[config.mk]
export PLATFORM = sky130hd
export DESIGN_NAME = bsu_top
export DESIGN_NICKNAME = d
export VERILOG_FILES = /design/src/include/bsu_pkg.sv /design/src/bsu_fifo.sv /design/src/bsu_tap.sv /design/src/bsu_top.sv
export VERILOG_INCLUDE_DIRS = /design/src /design/src/include
export SDC_FILE = /design/constraint.sdc
export NUM_CORES = 1
export LEC_CHECK = 0
export BUFFER_PORTS_ARGS = -buffer_cell sky130_fd_sc_hd__buf_2
export CAP_MARGIN = 20
export CORE_MARGIN = 3
export CORE_UTILIZATION = 45
export CTS_CLUSTER_DIAMETER = 50
export DETAILED_ROUTE_END_ITERATION = 6
export RECOVER_POWER = 100
export SLEW_MARGIN = 20
export SYNTH_ARGS = -nofsm -noshare
export SYNTH_HDL_FRONTEND = slang
export SYNTH_SLANG_ARGS = --single-unit
[constraint.sdc]
create_clock -name clock -period 6.9 [get_ports clock]
set_input_delay 0.69 -clock clock [delete_from_list [all_inputs] [get_ports clock]]
set_output_delay 0.69 -clock clock [all_outputs]
set_load 0.05 [all_outputs]
[src/include/bsu_defs.svh]
// Purpose: constants of the boundary-scan unit: opcodes, widths, sizes
// Assumes: included by its bare name from the package, the top module and the testbench
// Notes: opcodes are local choices; unknown codes fall back to bypass
//
// How it works
// - tap controller walks the standard state graph; instruction register decoded
// - every three-cell pin gets input, output and enable cells, bonded or not
// - within a pin the cells run input, output, enable toward tdi
// - input-only pins contribute just their input cell
// - output-only pins still contribute all three cells
// - extest capture-dr samples input, output and enable of every three-cell pin and the input of each input-only pin
// - bypass is one flip-flop between tdi and tdo
// - up to two user scan chains attach through the user scan port
// - chain selects follow user chain 1 and 2 instruction decode
// - selected user chain return line is driven out on tdo
// - each chain has its own clock pulse; both share one tdi
// - shared outputs show tap reset, shift and update states
// - config load, config read and config start instructions exist
`ifndef BSU_DEFS_SVH
`define BSU_DEFS_SVH

`define BSU_IR_W        4
`define BSU_IR_CAPT     4'h1
`define BSU_OP_EXTEST   4'h0
`define BSU_OP_SAMPLE   4'h1
`define BSU_OP_USER_CHAIN1_INSTR    4'h2
`define BSU_OP_USER_CHAIN2_INSTR    4'h3
`define BSU_OP_CFGREAD  4'h4
`define BSU_OP_CFGLOAD  4'h5
`define BSU_OP_CFGSTART 4'hC
`define BSU_OP_BYPASS   4'hF
`define BSU_WORD_W      32
`define BSU_FIFO_DEPTH  8
`define BSU_NUM_TRI     4
`define BSU_NUM_IN      2

`endif

[src/include/bsu_pkg.sv]
// Purpose: shared types of the boundary-scan unit
// Assumes: nothing beyond the constants header
// Notes: tap states listed in the usual graph order
`include "bsu_defs.svh"
package bsu_pkg;
    typedef enum logic [3:0] {
        TLR, RTI, SEL_DR, CAP_DR, SH_DR, EX1_DR, PA_DR, EX2_DR, UP_DR,
        SEL_IR, CAP_IR, SH_IR, EX1_IR, PA_IR, EX2_IR, UP_IR
    } bsu_tap_e;
    typedef logic [`BSU_IR_W-1:0] bsu_op_t;
endpackage : bsu_pkg

[src/bsu_fifo.sv]
// Purpose: small synchronous fifo for configuration words
// Assumes: one clock, synchronous active-high reset
// Notes: full and empty from pointers one bit wider than the index
module bsu_fifo #(
    parameter int W     = 32,
    parameter int DEPTH = 8
) (
    input  wire logic         clock,    // system clock
    input  wire logic         sys_rst,  // synchronous reset
    input  wire logic         inValid,  // write request
    output logic              inReady,  // not full
    input  wire logic [W-1:0] inData,   // write word
    output logic              outValid, // not empty
    input  wire logic         outReady, // read accept
    output logic      [W-1:0] outData   // head word
);
    localparam int AW = $clog2(DEPTH);
    logic [W-1:0] mem [DEPTH];
    logic [AW:0]  wrPtr_q, wrPtr_d, rdPtr_q, rdPtr_d;
    logic         doWr, doRd;

    // status from pointer compare
    assign outValid = (wrPtr_q != rdPtr_q);
    assign inReady  = ~((wrPtr_q[AW] != rdPtr_q[AW]) && (wrPtr_q[AW-1:0] == rdPtr_q[AW-1:0]));
    assign outData  = mem[rdPtr_q[AW-1:0]];
    assign doWr     = inValid & inReady;
    assign doRd     = outValid & outReady;

    // pointer advance
    always_comb begin
        wrPtr_d = doWr ? wrPtr_q + 1'b1 : wrPtr_q;
        rdPtr_d = doRd ? rdPtr_q + 1'b1 : rdPtr_q;
    end

    // pointer and storage registers
    always_ff @(posedge clock) begin
        if (sys_rst) begin
            wrPtr_q <= '0;
            rdPtr_q <= '0;
        end else begin
            wrPtr_q <= wrPtr_d;
            rdPtr_q <= rdPtr_d;
        end
        if (doWr) begin
            mem[wrPtr_q[AW-1:0]] <= inData;
        end
    end
endmodule : bsu_fifo

[src/bsu_tap.sv]
// Purpose: test access port state machine
// Assumes: tckRise is a one-cycle pulse per test clock rising edge
// Notes: tms is sampled only on that pulse
module bsu_tap
    import bsu_pkg::*;
(
    input  wire logic     clock,    // system clock
    input  wire logic     sys_rst,  // synchronous reset
    input  wire logic     tckRise,  // test clock rising edge
    input  wire logic     tms,      // synchronised mode select
    output bsu_pkg::bsu_tap_e state // current tap state
);
    bsu_tap_e state_d;

    always_comb begin
        state_d = state;
        if (tckRise) begin
            unique case (state)
                TLR:    state_d = tms ? TLR    : RTI;
                RTI:    state_d = tms ? SEL_DR : RTI;
                SEL_DR: state_d = tms ? SEL_IR : CAP_DR;
                CAP_DR: state_d = tms ? EX1_DR : SH_DR;
                SH_DR:  state_d = tms ? EX1_DR : SH_DR;
                EX1_DR: state_d = tms ? UP_DR  : PA_DR;
                PA_DR:  state_d = tms ? EX2_DR : PA_DR;
                EX2_DR: state_d = tms ? UP_DR  : SH_DR;
                UP_DR:  state_d = tms ? SEL_DR : RTI;
                SEL_IR: state_d = tms ? TLR    : CAP_IR;
                CAP_IR: state_d = tms ? EX1_IR : SH_IR;
                SH_IR:  state_d = tms ? EX1_IR : SH_IR;
                EX1_IR: state_d = tms ? UP_IR  : PA_IR;
                PA_IR:  state_d = tms ? EX2_IR : PA_IR;
                EX2_IR: state_d = tms ? UP_IR  : SH_IR;
                UP_IR:  state_d = tms ? SEL_DR : RTI;
            endcase
        end
    end

    // state register
    always_ff @(posedge clock) begin
        if (sys_rst) begin
            state <= TLR;
        end else begin
            state <= state_d;
        end
    end
endmodule : bsu_tap

[src/bsu_top.sv]
// Purpose: boundary scan with bypass, config access and two user chains
// Assumes: test clock is slow against clock and sampled as a plain input
// Notes: capture/shift on test clock rise, tdo and updates on its fall
`include "bsu_defs.svh"
module bsu_top
    import bsu_pkg::*;
#(
    parameter int NTRI = `BSU_NUM_TRI,   // three-cell pins
    parameter int NIN  = `BSU_NUM_IN,    // input-only pins
    parameter int W    = `BSU_WORD_W,    // config word width
    parameter int FD   = `BSU_FIFO_DEPTH // config fifo depth
) (
    input  wire logic            clock,           // system clock
    input  wire logic            sys_rst,         // synchronous reset
    input  wire logic            tck,             // test clock pin
    input  wire logic            tms,             // test mode select pin
    input  wire logic            tdi,             // test data in pin
    output logic                 tdo,             // test data out pin
    output logic                 tdoOe,           // tdo drive enable
    input  wire logic [NTRI-1:0] padIn,           // pad levels, three-cell pins
    output logic      [NTRI-1:0] padOut,          // pad output values
    output logic      [NTRI-1:0] padOe,           // pad output enables
    input  wire logic [NTRI-1:0] coreOut,         // core output values
    input  wire logic [NTRI-1:0] coreOe,          // core output enables
    output logic      [NTRI-1:0] coreIn,          // pad levels to core
    input  wire logic [NIN-1:0]  inOnlyPad,       // input-only pad levels
    output logic      [NIN-1:0]  inOnlyCore,      // input-only levels to core
    output logic                 userChain1Select,// chain 1 decoded
    output logic                 userChain2Select,// chain 2 decoded
    output logic                 userChain1Clk,   // chain 1 clock pulse
    output logic                 userChain2Clk,   // chain 2 clock pulse
    input  wire logic            userChain1Tdo,   // chain 1 return data
    input  wire logic            userChain2Tdo,   // chain 2 return data
    output logic                 userTdi,         // shared chain data
    output logic                 tapReset,        // tap in reset state
    output logic                 tapShift,        // tap in shift-dr
    output logic                 tapUpdate,       // tap in update-dr
    output logic                 cfgValid,        // config word valid
    input  wire logic            cfgReady,        // config word accept
    output logic      [W-1:0]    cfgData,         // config word
    output logic                 cfgOverrun,      // config word dropped
    input  wire logic            cfgRdValid,      // readback word valid
    output logic                 cfgRdReady,      // readback word taken
    input  wire logic [W-1:0]    cfgRdData,       // readback word
    output logic                 cfgStart         // start-up pulse
);
    localparam int BLEN = 3 * NTRI + NIN;
    localparam int CW   = $clog2(W);

    bsu_tap_e         tapState;
    logic             tckS1_q, tckS2_q, tckS3_q, tmsS1_q, tmsS2_q;
    logic             tdiS1_q, tdiS2_q, tckRise, tckFall;
    logic [NTRI-1:0]  padS1_q, padS2_q;
    logic [NIN-1:0]   inS1_q, inS2_q;
    bsu_op_t          irShift_q, irShift_d, ir_q, ir_d;
    logic             isExtest, isSample, isUser1, isUser2;
    logic             isLoad, isRead, isStart, isBsr;
    logic [BLEN-1:0]  bsrShift_q, bsrShift_d, bsrUpd_q, bsrUpd_d, bsrCap;
    logic [NTRI-1:0]  padOut_d, padOe_d;
    logic             bypass_q, bypass_d;
    logic [W-1:0]     cfgShift_q, cfgShift_d, pushWord_q, pushWord_d;
    logic [CW-1:0]    cfgCnt_q, cfgCnt_d;
    logic             pushValid_q, pushValid_d, overrun_q, overrun_d;
    logic             start_q, start_d, fifoInReady, rdTake, cntLast;
    logic             tdo_d, tdoOe_d, uClk1_q, uClk1_d, uClk2_q, uClk2_d;

    // two-flop synchronisers for tck, tms, tdi and the pad inputs
    always_ff @(posedge clock) begin
        if (sys_rst) begin
            {tckS1_q, tckS2_q, tckS3_q} <= 3'h0;
            {tmsS1_q, tmsS2_q}          <= 2'h3;
            {tdiS1_q, tdiS2_q}          <= 2'h0;
            {padS1_q, padS2_q}          <= '0;
            {inS1_q, inS2_q}            <= '0;
        end else begin
            tckS1_q <= tck;
            tckS2_q <= tckS1_q;
            tckS3_q <= tckS2_q;
            tmsS1_q <= tms;
            tmsS2_q <= tmsS1_q;
            tdiS1_q <= tdi;
            tdiS2_q <= tdiS1_q;
            padS1_q <= padIn;
            padS2_q <= padS1_q;
            inS1_q  <= inOnlyPad;
            inS2_q  <= inS1_q;
        end
    end

    // test clock edges from synchronised copies
    assign tckRise    = tckS2_q & ~tckS3_q;
    assign tckFall    = ~tckS2_q & tckS3_q;
    assign coreIn     = padS2_q;
    assign inOnlyCore = inS2_q;

    bsu_tap u_tap (
        .clock   (clock),
        .sys_rst (sys_rst),
        .tckRise (tckRise),
        .tms     (tmsS2_q),
        .state   (tapState)
    );

    // decode; anything unknown falls to bypass
    assign isExtest = (ir_q == `BSU_OP_EXTEST);
    assign isSample = (ir_q == `BSU_OP_SAMPLE);
    assign isUser1  = (ir_q == `BSU_OP_USER_CHAIN1_INSTR);
    assign isUser2  = (ir_q == `BSU_OP_USER_CHAIN2_INSTR);
    assign isLoad   = (ir_q == `BSU_OP_CFGLOAD);
    assign isRead   = (ir_q == `BSU_OP_CFGREAD);
    assign isStart  = (ir_q == `BSU_OP_CFGSTART);
    assign isBsr    = isExtest | isSample;

    always_comb begin
        irShift_d = irShift_q;
        ir_d      = ir_q;
        if (tckRise && tapState == CAP_IR) begin
            irShift_d = `BSU_IR_CAPT;
        end else if (tckRise && tapState == SH_IR) begin
            irShift_d = {tdiS2_q, irShift_q[`BSU_IR_W-1:1]};
        end
        if (tckFall && tapState == UP_IR) begin
            ir_d = irShift_q;
        end
        if (tapState == TLR) begin
            ir_d = `BSU_OP_BYPASS;
        end
    end

    always_ff @(posedge clock) begin
        if (sys_rst) begin
            irShift_q <= `BSU_IR_CAPT;
            ir_q      <= `BSU_OP_BYPASS;
        end else begin
            irShift_q <= irShift_d;
            ir_q      <= ir_d;
        end
    end

    // three cells per pin: in, out, enable
    for (genvar i = 0; i < NTRI; i++) begin : g_tri
        assign bsrCap[3*i]   = padS2_q[i];
        assign bsrCap[3*i+1] = padOut[i];
        assign bsrCap[3*i+2] = padOe[i];
    end
    for (genvar j = 0; j < NIN; j++) begin : g_in
        assign bsrCap[3*NTRI+j] = inS2_q[j];
    end

    // boundary register and pad drive
    always_comb begin
        bsrShift_d = bsrShift_q;
        bsrUpd_d   = bsrUpd_q;
        if (tckRise && isBsr && tapState == CAP_DR) begin
            bsrShift_d = bsrCap;
        end else if (tckRise && isBsr && tapState == SH_DR) begin
            bsrShift_d = {tdiS2_q, bsrShift_q[BLEN-1:1]};
        end
        if (tckFall && isBsr && tapState == UP_DR) begin
            bsrUpd_d = bsrShift_q;
        end
        for (int k = 0; k < NTRI; k++) begin
            padOut_d[k] = isExtest ? bsrUpd_q[3*k+1] : coreOut[k];
            padOe_d[k]  = isExtest ? bsrUpd_q[3*k+2] : coreOe[k];
        end
    end

    always_ff @(posedge clock) begin
        if (sys_rst) begin
            bsrShift_q <= '0;
            bsrUpd_q   <= '0;
            padOut     <= '0;
            padOe      <= '0;
        end else begin
            bsrShift_q <= bsrShift_d;
            bsrUpd_q   <= bsrUpd_d;
            padOut     <= padOut_d;
            padOe      <= padOe_d;
        end
    end

    always_comb begin
        bypass_d = bypass_q;
        if (tckRise && tapState == CAP_DR) begin
            bypass_d = 1'b0;
        end else if (tckRise && tapState == SH_DR) begin
            bypass_d = tdiS2_q;
        end
    end

    always_ff @(posedge clock) begin
        if (sys_rst) begin
            bypass_q <= 1'b0;
        end else begin
            bypass_q <= bypass_d;
        end
    end

    // config load/read shift and start pulse
    assign cntLast    = (cfgCnt_q == CW'(W - 1));
    assign rdTake     = tckRise & isRead & (tapState == CAP_DR
                        | (tapState == SH_DR & cntLast));
    assign cfgRdReady = rdTake;

    always_comb begin
        cfgShift_d  = cfgShift_q;
        cfgCnt_d    = cfgCnt_q;
        pushValid_d = 1'b0;
        pushWord_d  = pushWord_q;
        start_d     = 1'b0;
        // a lost word sets the flag even in the clearing cycle
        overrun_d   = (tapState == TLR) ? 1'b0 : overrun_q;
        overrun_d   = overrun_d | (pushValid_q & ~fifoInReady);
        if (tckRise && isStart && tapState == RTI) begin
            start_d = 1'b1;
        end
        if (tckRise && tapState == CAP_DR && isLoad) begin
            cfgShift_d = {{(W-1){1'b0}}, fifoInReady};
            cfgCnt_d   = '0;
        end else if (rdTake && tapState == CAP_DR) begin
            cfgShift_d = cfgRdValid ? cfgRdData : '0;
            cfgCnt_d   = '0;
        end else if (tckRise && tapState == SH_DR && (isLoad || isRead)) begin
            cfgShift_d = {tdiS2_q, cfgShift_q[W-1:1]};
            cfgCnt_d   = cfgCnt_q + 1'b1;
            if (isLoad && cntLast) begin
                pushValid_d = 1'b1;
                pushWord_d  = cfgShift_d;
            end
            if (rdTake) begin
                cfgShift_d = cfgRdValid ? cfgRdData : '0;
            end
        end
    end

    always_ff @(posedge clock) begin
        if (sys_rst) begin
            cfgShift_q  <= '0;
            cfgCnt_q    <= '0;
            pushValid_q <= 1'b0;
            pushWord_q  <= '0;
            overrun_q   <= 1'b0;
            start_q     <= 1'b0;
        end else begin
            cfgShift_q  <= cfgShift_d;
            cfgCnt_q    <= cfgCnt_d;
            pushValid_q <= pushValid_d;
            pushWord_q  <= pushWord_d;
            overrun_q   <= overrun_d;
            start_q     <= start_d;
        end
    end

    assign cfgOverrun = overrun_q;
    assign cfgStart   = start_q;

    // config words queue toward the loader
    bsu_fifo #(
        .W     (W),
        .DEPTH (FD)
    ) u_fifo (
        .clock    (clock),
        .sys_rst  (sys_rst),
        .inValid  (pushValid_q),
        .inReady  (fifoInReady),
        .inData   (pushWord_q),
        .outValid (cfgValid),
        .outReady (cfgReady),
        .outData  (cfgData)
    );

    assign userChain1Select = isUser1;
    assign userChain2Select = isUser2;
    assign tapReset  = (tapState == TLR);
    assign tapShift  = (tapState == SH_DR);
    assign tapUpdate = (tapState == UP_DR);
    assign userTdi       = tdiS2_q;
    assign userChain1Clk = uClk1_q;
    assign userChain2Clk = uClk2_q;

    // tdo source and chain clock pulses
    always_comb begin
        tdo_d   = tdo;
        tdoOe_d = tdoOe;
        uClk1_d = tckRise & isUser1 & (tapState == CAP_DR | tapState == SH_DR);
        uClk2_d = tckRise & isUser2 & (tapState == CAP_DR | tapState == SH_DR);
        if (tckFall) begin
            tdoOe_d = (tapState == SH_DR) | (tapState == SH_IR);
            if (tapState == SH_IR) begin
                tdo_d = irShift_q[0];
            end else if (tapState == SH_DR) begin
                // user chain return out on tdo
                if (isUser1) begin
                    tdo_d = userChain1Tdo;
                end else if (isUser2) begin
                    tdo_d = userChain2Tdo;
                end else if (isBsr) begin
                    tdo_d = bsrShift_q[0];
                end else if (isLoad || isRead) begin
                    tdo_d = cfgShift_q[0];
                end else begin
                    tdo_d = bypass_q;
                end
            end
        end
    end

    always_ff @(posedge clock) begin
        if (sys_rst) begin
            tdo     <= 1'b0;
            tdoOe   <= 1'b0;
            uClk1_q <= 1'b0;
            uClk2_q <= 1'b0;
        end else begin
            tdo     <= tdo_d;
            tdoOe   <= tdoOe_d;
            uClk1_q <= uClk1_d;
            uClk2_q <= uClk2_d;
        end
    end

    AST_IR_RESET: assert property (@(posedge clock) disable iff (sys_rst)
        tapState == TLR |=> ir_q == `BSU_OP_BYPASS)
        else $error("ir not bypass after tap reset");

    // bypass takes tdi on each shift-dr rise
    AST_BYPASS_SHIFT: assert property (@(posedge clock) disable iff (sys_rst)
        tckRise && tapState == SH_DR |=> bypass_q == $past(tdiS2_q))
        else $error("bypass did not take tdi");

    // exactly one select when ir changes to the chain 1 instruction
    AST_SELECT: assert property (@(posedge clock) disable iff (sys_rst)
        $changed(ir_q) && ir_q == `BSU_OP_USER_CHAIN1_INSTR |-> userChain1Select && !userChain2Select)
        else $error("chain 1 select wrong");

    // user chain 2 data reaches tdo
    AST_TDO_USER_CHAIN2_INSTR: assert property (@(posedge clock) disable iff (sys_rst)
        tckFall && tapState == SH_DR && isUser2 |=> tdo == $past(userChain2Tdo) && tdoOe)
        else $error("tdo not chain 2 data");

    // pin 0 input then output cell captured
    AST_EXTEST_CAPT: assert property (@(posedge clock) disable iff (sys_rst)
        tckRise && isExtest && tapState == CAP_DR
        |=> bsrShift_q[0] == $past(padS2_q[0]) && bsrShift_q[1] == $past(padOut[0]))
        else $error("extest capture order wrong");

    // last cell is the last input-only pin
    AST_INONLY: assert property (@(posedge clock) disable iff (sys_rst)
        tckRise && isSample && tapState == CAP_DR |=> bsrShift_q[BLEN-1] == $past(inS2_q[NIN-1]))
        else $error("input-only cell misplaced");

    // chain clocks only on test clock rise
    AST_USER_CLK: assert property (@(posedge clock) disable iff (sys_rst)
        userChain1Clk || userChain2Clk |-> $past(tckRise) && !(userChain1Clk && userChain2Clk))
        else $error("chain clock without test clock edge");

    // update output lasts until next test clock rise
    AST_UPDATE_OUT: assert property (@(posedge clock) disable iff (sys_rst)
        tapUpdate && !tckRise |=> tapUpdate)
        else $error("update output dropped early");

    // start pulse one cycle after idle rise
    AST_CFG_START: assert property (@(posedge clock) disable iff (sys_rst)
        tckRise && isStart && tapState == RTI |=> cfgStart ##1 !cfgStart)
        else $error("start pulse missing or long");

    // extest drives pad from output cell
    AST_PAD_EXTEST: assert property (@(posedge clock) disable iff (sys_rst)
        isExtest && $past(isExtest) |-> padOut[0] == $past(bsrUpd_q[1]))
        else $error("extest pad value wrong");
endmodule : bsu_top

After elaboration in Yosys (flattened, before gate mapping)
Memories as Yosys holds them, arrays and structs flattened. A register that Yosys moved wholly into a read port is not among the register bits.
Cells that the tools add are included.
W data, S select, Z words.
{ "totals": {"elab_cells": 160, "in_bits": 55, "out_inout_bits": 60, "mem_bits_rw": 256, "register_bits": 150, "mem_count": 1} }
{ "op_classes": {"n_mux": 41, "n_eq_ne": 25, "bitwise": 23, "reduce_logical": 35, "add_sub_neg": 3} }
{ "mem_list": {"columns": ["name", "depth", "word_bits", "rd", "rd_ports_with_merged_regs", "wr", "line", "rtl"], "rows": [
  ["u_fifo.mem", 8, 32, 1, 1, 1, "bsu_fifo.sv:18", "logic [W-1:0] mem [DEPTH];"]
]} }
{ "op_table": {"columns": ["cell", "count"], "rows": [
  ["$mux W32", 4],
  ["$pmux W4 S12", 1],
  ["$eq A4 B4 Y1 const B", 9],
  ["$mux W14", 2],
  ["$eq A4 B3 Y1 const B", 6],
  ["$mux W1", 23],
  ["$logic_and A1 B1 Y1", 17],
  ["$eq A4 B2 Y1 const B", 4],
  ["$mux W4", 4],
  ["$and A1 B1 Y1", 12],
  ["$mux W3", 4],
  ["$reduce_or A2 Y1", 6],
  ["$add A4 B1 Y4 const B", 2],
  ["$eq A4 B1 Y1 const B", 2],
  ["$logic_not A4 Y1", 2],
  ["$mux W2", 3],
  ["$not A1 Y1", 6],
  ["$reduce_bool A2 Y1", 3],
  ["$reduce_or A3 Y1", 2],
  ["$add A5 B1 Y5 const B", 1],
  ["$eq A5 B5 Y1 const B", 1],
  ["$or A1 B1 Y1", 5],
  ["$ne A4 B4 Y1", 1],
  ["$reduce_and A4 Y1", 1],
  ["6 further kinds", 6]
]} }

Depth between registers and ports, before layout
{ "depth": {"ltp_word": 8, "mapped_depth": 10, "ltp_nobuf": 8} }

Modules after synthesis
From an unflattened synthesis, not the netlist that was laid out.
{ "hier_totals": {"cells_unflattened": 1076, "hier_area_um2": 16158.0} }
{ "by_module_without_submodules": {"columns": ["mod", "cells_each", "n_inst", "seq_area_each_um2", "area_each_um2"], "rows": [
  ["bsu_fifo", 455, 1, 7907.6, 10351.2],
  ["bsu_top", 578, 1, 2682.6, 5446.5],
  ["bsu_tap", 43, 1, 80.1, 360.3]
]} }

Least setup slack after synthesis
OpenSTA, ideal clock, no wires.
{ "synth_path": {"kind": "reg2reg", "from": "register u_fifo.wrPtr_q[0]", "to": "memory u_fifo.mem[0][0], enable pin", "synth_period_minus_slack_ps": 3928, "required_ps": 6439, "setup_ps": 461, "path_slack_ps": 2972, "arrival_time_ps": 3467, "stages_incl_launch_ff": 6, "path_buffers": 1, "cell_sequence": "dfxtp_1 buf_2 xnor2_1 a41oi_1 nand2b_1 nor3_1"} }
{ "synth_via": {"elab_chain_cells": 6} }
{ "synth_rtl": {"columns": ["element", "line", "rtl"], "rows": [
  ["start, declared", "bsu_fifo.sv:19", "logic [AW:0] wrPtr_q, wrPtr_d, rdPtr_q, rdPtr_d;"],
  ["start signal, assigned", "bsu_fifo.sv:41", "wrPtr_q <= wrPtr_d;"],
  ["$eq A3 B3 Y1", "bsu_fifo.sv:24", "assign inReady = ~((wrPtr_q[AW] != rdPtr_q[AW]) && (wrPtr_q[AW-1:0] == rdPtr_q[AW-1:0]));"],
  ["$logic_and A1 B1 Y1", "bsu_fifo.sv:24", null],
  ["$not A1 Y1", "bsu_fifo.sv:24", null],
  ["$and A1 B1 Y1", "bsu_fifo.sv:26", "assign doWr = inValid & inReady;"],
  ["$mux W1", "bsu_fifo.sv:44", "if (doWr) begin"],
  ["$mux W1 (not written as such)", "bsu_fifo.sv:45", "mem[wrPtr_q[AW-1:0]] <= inData;"],
  ["end, declared", "bsu_fifo.sv:18", null]
]} }
Parallel ways exist; a longest one is shown, timed or not.

Worst setup path in the final report
{ "layout_path": {"from": "input sys_rst", "to": "register cfgShift_q[26]"} }
{ "layout_via": {"elab_chain_cells": 1} }
{ "layout_rtl": {"columns": ["element", "line", "rtl"], "rows": [
  ["start, declared", "bsu_top.sv:14", "input wire logic sys_rst,"],
  ["$reduce_or A2 Y1 (no source line)", null, null],
  ["end signal, assigned", "bsu_top.sv:245", "cfgShift_q <= cfgShift_d;"],
  ["end, declared", "bsu_top.sv:61", "logic [W-1:0] cfgShift_q, cfgShift_d, pushWord_q, pushWord_d;"]
]} }
No other way between the ends.
A chain may end at the register's enable or synchronous reset.

==> metrics.csv <==
metric;value;unit
synth_seq_cells;405;
final_nets;1249;
violations;max-capacitance violations, max-slew violations;
first_global_vias;9094;
rsz0062_at_grt;false;
drt_iter0_markers;714;
viasPerCell;5.42;
synthDistinctLibCells;68;
fin_crit_sh;65.9;%
yosysTopAreaCell;edfxtp_1;
setup_ws;2.35;ns
p_int;0.00393;W
slew_headroom;-102;%
synth_edf_count;256;
grt_antenna_before_repair;3;
comb_power_share;1.4;%
power_frac_clock;46.4;%
diodes;0;
cts_buffers;43;
worstSetupStartpointType;primary input;
cts_tree;yes;
synth_compound_area_share;7.25;%
drc_errors;0;
insertion_delay;0.54;ns
tns;0;ns
timing.fmax;220;MHz
synth_flop_cell;edfxtp_1;
syn_avg_cell_area;14.5;um^2
cts_num_sinks;405;
ys_seq_area_share;68.0;%
die_h;193;um
cap_viol_max_count;12;
synth_top_family_by_area;multiplexers;
floorplan.initialDensity;46.2;%
postSynth.asyncResetShare;0;%
power;0.00491;W
yosys_warnings;0;
cts-root-buf;clkbuf_16;
htreeDepth;2;
status;complete, but fails checks;
grt_start_max_net_pins;70;
pwr-share-seq;52.2;%
clk_path_buf_depth;3;
end_kind;flip-flop;
setup_viol;0;
crit_path_frequent_cell;clkbuf_1;
cp_slowest_stage_delay;2.22;ns
coreArea;34000;um^2
pre_cts_slack;3.43;ns
crit_required;7.30;ns
rows;67;
layout-drive-gt1-share;20.1;%
synthSimpleGateAreaFrac;8.12;%
drt-total-wl;34.5;mm
place.gp.congestion;0.801;
path_class;in -> reg;
grt_pass1_wl;53.2;mm
cp.arrival;4.94;ns
cts_setup_buffers;0;
cts_hold_buf;0;
synthCells;1083;
hp-class;in -> reg;
period_needed;4.55;ns
die-area;37200;um^2
first_pass_iters;4;
slew_violations;307;
worstPathCellList;clkbuf_1 -> clkbuf_1 -> a31oi_2 -> clkbuf_1 -> o21ai_0 -> a21oi_1;
worst_slew_pin_slew;3.03;ns
switching_share;19.9;%
synth.area.top_cells;edfxtp_1 (49%), dfxtp_1 (19%), mux4_2 (9.2%);
ir_worst_vdd;0.193;mV
wire_per_inst;20.6;um
grtUsageTotal;18.8;%
synth_area;15700;um^2
whs;0.342;ns
dieWidth;193;um
fillers;2933;
pin_count;115;
cp_num_buf_inv;3;
synthMuxAreaShare;13.3;%
final_hold_viol_count;0;
synth_fa_ha_area_share;0.319;%
io_buffers;114;
crit_family;buffers and inverters;
cpMaxStageDelayCell;clkbuf_1;
synth_top_area_share;49.0;%
drt.antenna.violating_nets;0;
hpwl;20.5;mm
synth-xor-area-share;0.558;%
p_leak;5.91;nW
worst_clock_skew;0.0186;ns
clk_pin_slew;0.06;ns
cts_resized;0;
synth.net_count;1142;
path_max_fanout;69;
grt_overflow;0;
area_growth_syn_to_layout;13.9;%
vias;9067;
p_switching;0.000975;W
power.density;274;nW/um^2
power by group through the flow:
stage	Sequential [W]	Clock, W	Combinational [W]
after global placement	0.00261	0	0.0000725
after CTS	0.00256	0.00233	0.0000734
after floorplan	0.00262	0	0.0000282
final	0.00256	0.00228	0.0000703
after global routing	0.00256	0.00243	0.0000764
after detailed placement	0.00261	0	0.0000730
cell usage after synthesis (all sizes together), types with 2 or more instances:
| library cell | number |
|---|---|
| edfxtp | 256 |
| dfxtp | 149 |
| nand2 | 122 |
| a21oi | 80 |
| o21ai | 76 |
| mux4 | 64 |
| nor2 | 57 |
| clkbuf | 37 |
| buf | 34 |
| mux2 | 33 |
| mux2i | 27 |
| nor2b | 22 |
| o22ai | 14 |
| a211oi | 11 |
| nor3 | 10 |
| nand3 | 8 |
| inv | 7 |
| nand2b | 7 |
| and3 | 6 |
| xnor2 | 5 |
| xor2 | 5 |
| ha | 4 |
| nand4 | 4 |
| or3 | 4 |
| and2 | 3 |
| nor4 | 3 |
| nor4bb | 3 |
| or2 | 3 |
| a2111oi | 2 |
| a221oi | 2 |
| a31o | 2 |
| nand4b | 2 |
| nor3b | 2 |
| nor4b | 2 |
| o2111a | 2 |
| o211ai | 2 |
layer usage:
metal | global-route usage (%) | up-vias | routed length (um)
met3 | 3.09 | 46 | 1520
met2 | 31.5 | 191 | 16900
met5 | 0 | - | 34
met4 | 5.02 | 6 | 585
met1 | 25.6 | 4533 | 15400
li1 | - | 4291 | -
layout make-up:
| type | count | area, um^2 | share of cell area, % |
|---|---|---|---|
| Timing Repair Buffer | 133 | 593 | 3.32 |
| Inverter | 7 | 26.3 | 0.147 |
| Multi-Input combinational cell | 600 | 4600 | 25.7 |
| Sequential cell | 405 | 10700 | 59.7 |
| Clock buffer | 54 | 1170 | 6.53 |
| Clock inverter | 25 | 249 | 1.39 |
| Tap cell | 448 | 561 | 3.14 |
flip-flops by register name, summed over array words and instances, names as in the netlist, 2 cells and up, named ones only:
name	count
u_fifo.rdPtr_q	4
bsrUpd_q	8
u_fifo.wrPtr_q	4
bsrShift_q	14
padOut	4
inOnlyCore	2
cfgShift_q	32
ir_q	4
irShift_q	4
cfgCnt_q	5
pushWord_q	32
u_tap.state	4
inS1_q	2
coreIn	4
padOe	4
u_fifo.mem	256
padS1_q	4
per-stage QoR:
| stage | instance area (um^2) | cells | utilization, % |
|---|---|---|---|
| floorplan | 15700 | 1083 | - |
| global placement | 16700 | 1593 | 49.1 |
| detailed placement | 16700 | 1593 | 49.1 |
| CTS | 18100 | 1672 | 53.3 |
| global route | 17900 | 1672 | 52.6 |
| finish | 17900 | 1672 | 52.6 |
path summary, 6_finish.rpt:
kind         cells past startpoint                           to  slack, ns                            from
max                              6  cfgShift_q[26]$_SDFFE_PP0P_       2.35                         sys_rst
min                              2           tmsS1_q$_SDFF_PP1_       0.34                             tms
max reg2reg                      5   u_fifo.mem[3][8]$_DFFE_PP_       2.42  u_fifo.wrPtr_q[0]$_SDFFE_PP0P_
min reg2reg                      1           tmsS2_q$_SDFF_PP1_       0.41              tmsS1_q$_SDFF_PP1_
cell usage in the layout (no fill, tap or decap), drive strengths merged, types with 14 or more instances in the layout:
cell	Yosys	layout
a21oi	80	80
clkinv	0	14
mux2i	27	27
nor2b	22	22
edfxtp	256	256
o21ai	76	76
clkbuf	37	123
dfxtp	149	149
o22ai	14	14
mux2	33	33
mux4	64	64
nand2	122	122
nor2	57	57
buf	34	64
cells by family (layout without fill, tap and decap cells):
logic type      Yosys count  count (layout)
compound gates          200             200
xor+xnor                 10              10
fa+ha+maj                 4               4
buf+inv                  78             219
flops                   405             405
mux                     124             124
simple gates            262             262
No activity file was read; power rests on OpenSTA's default activity.
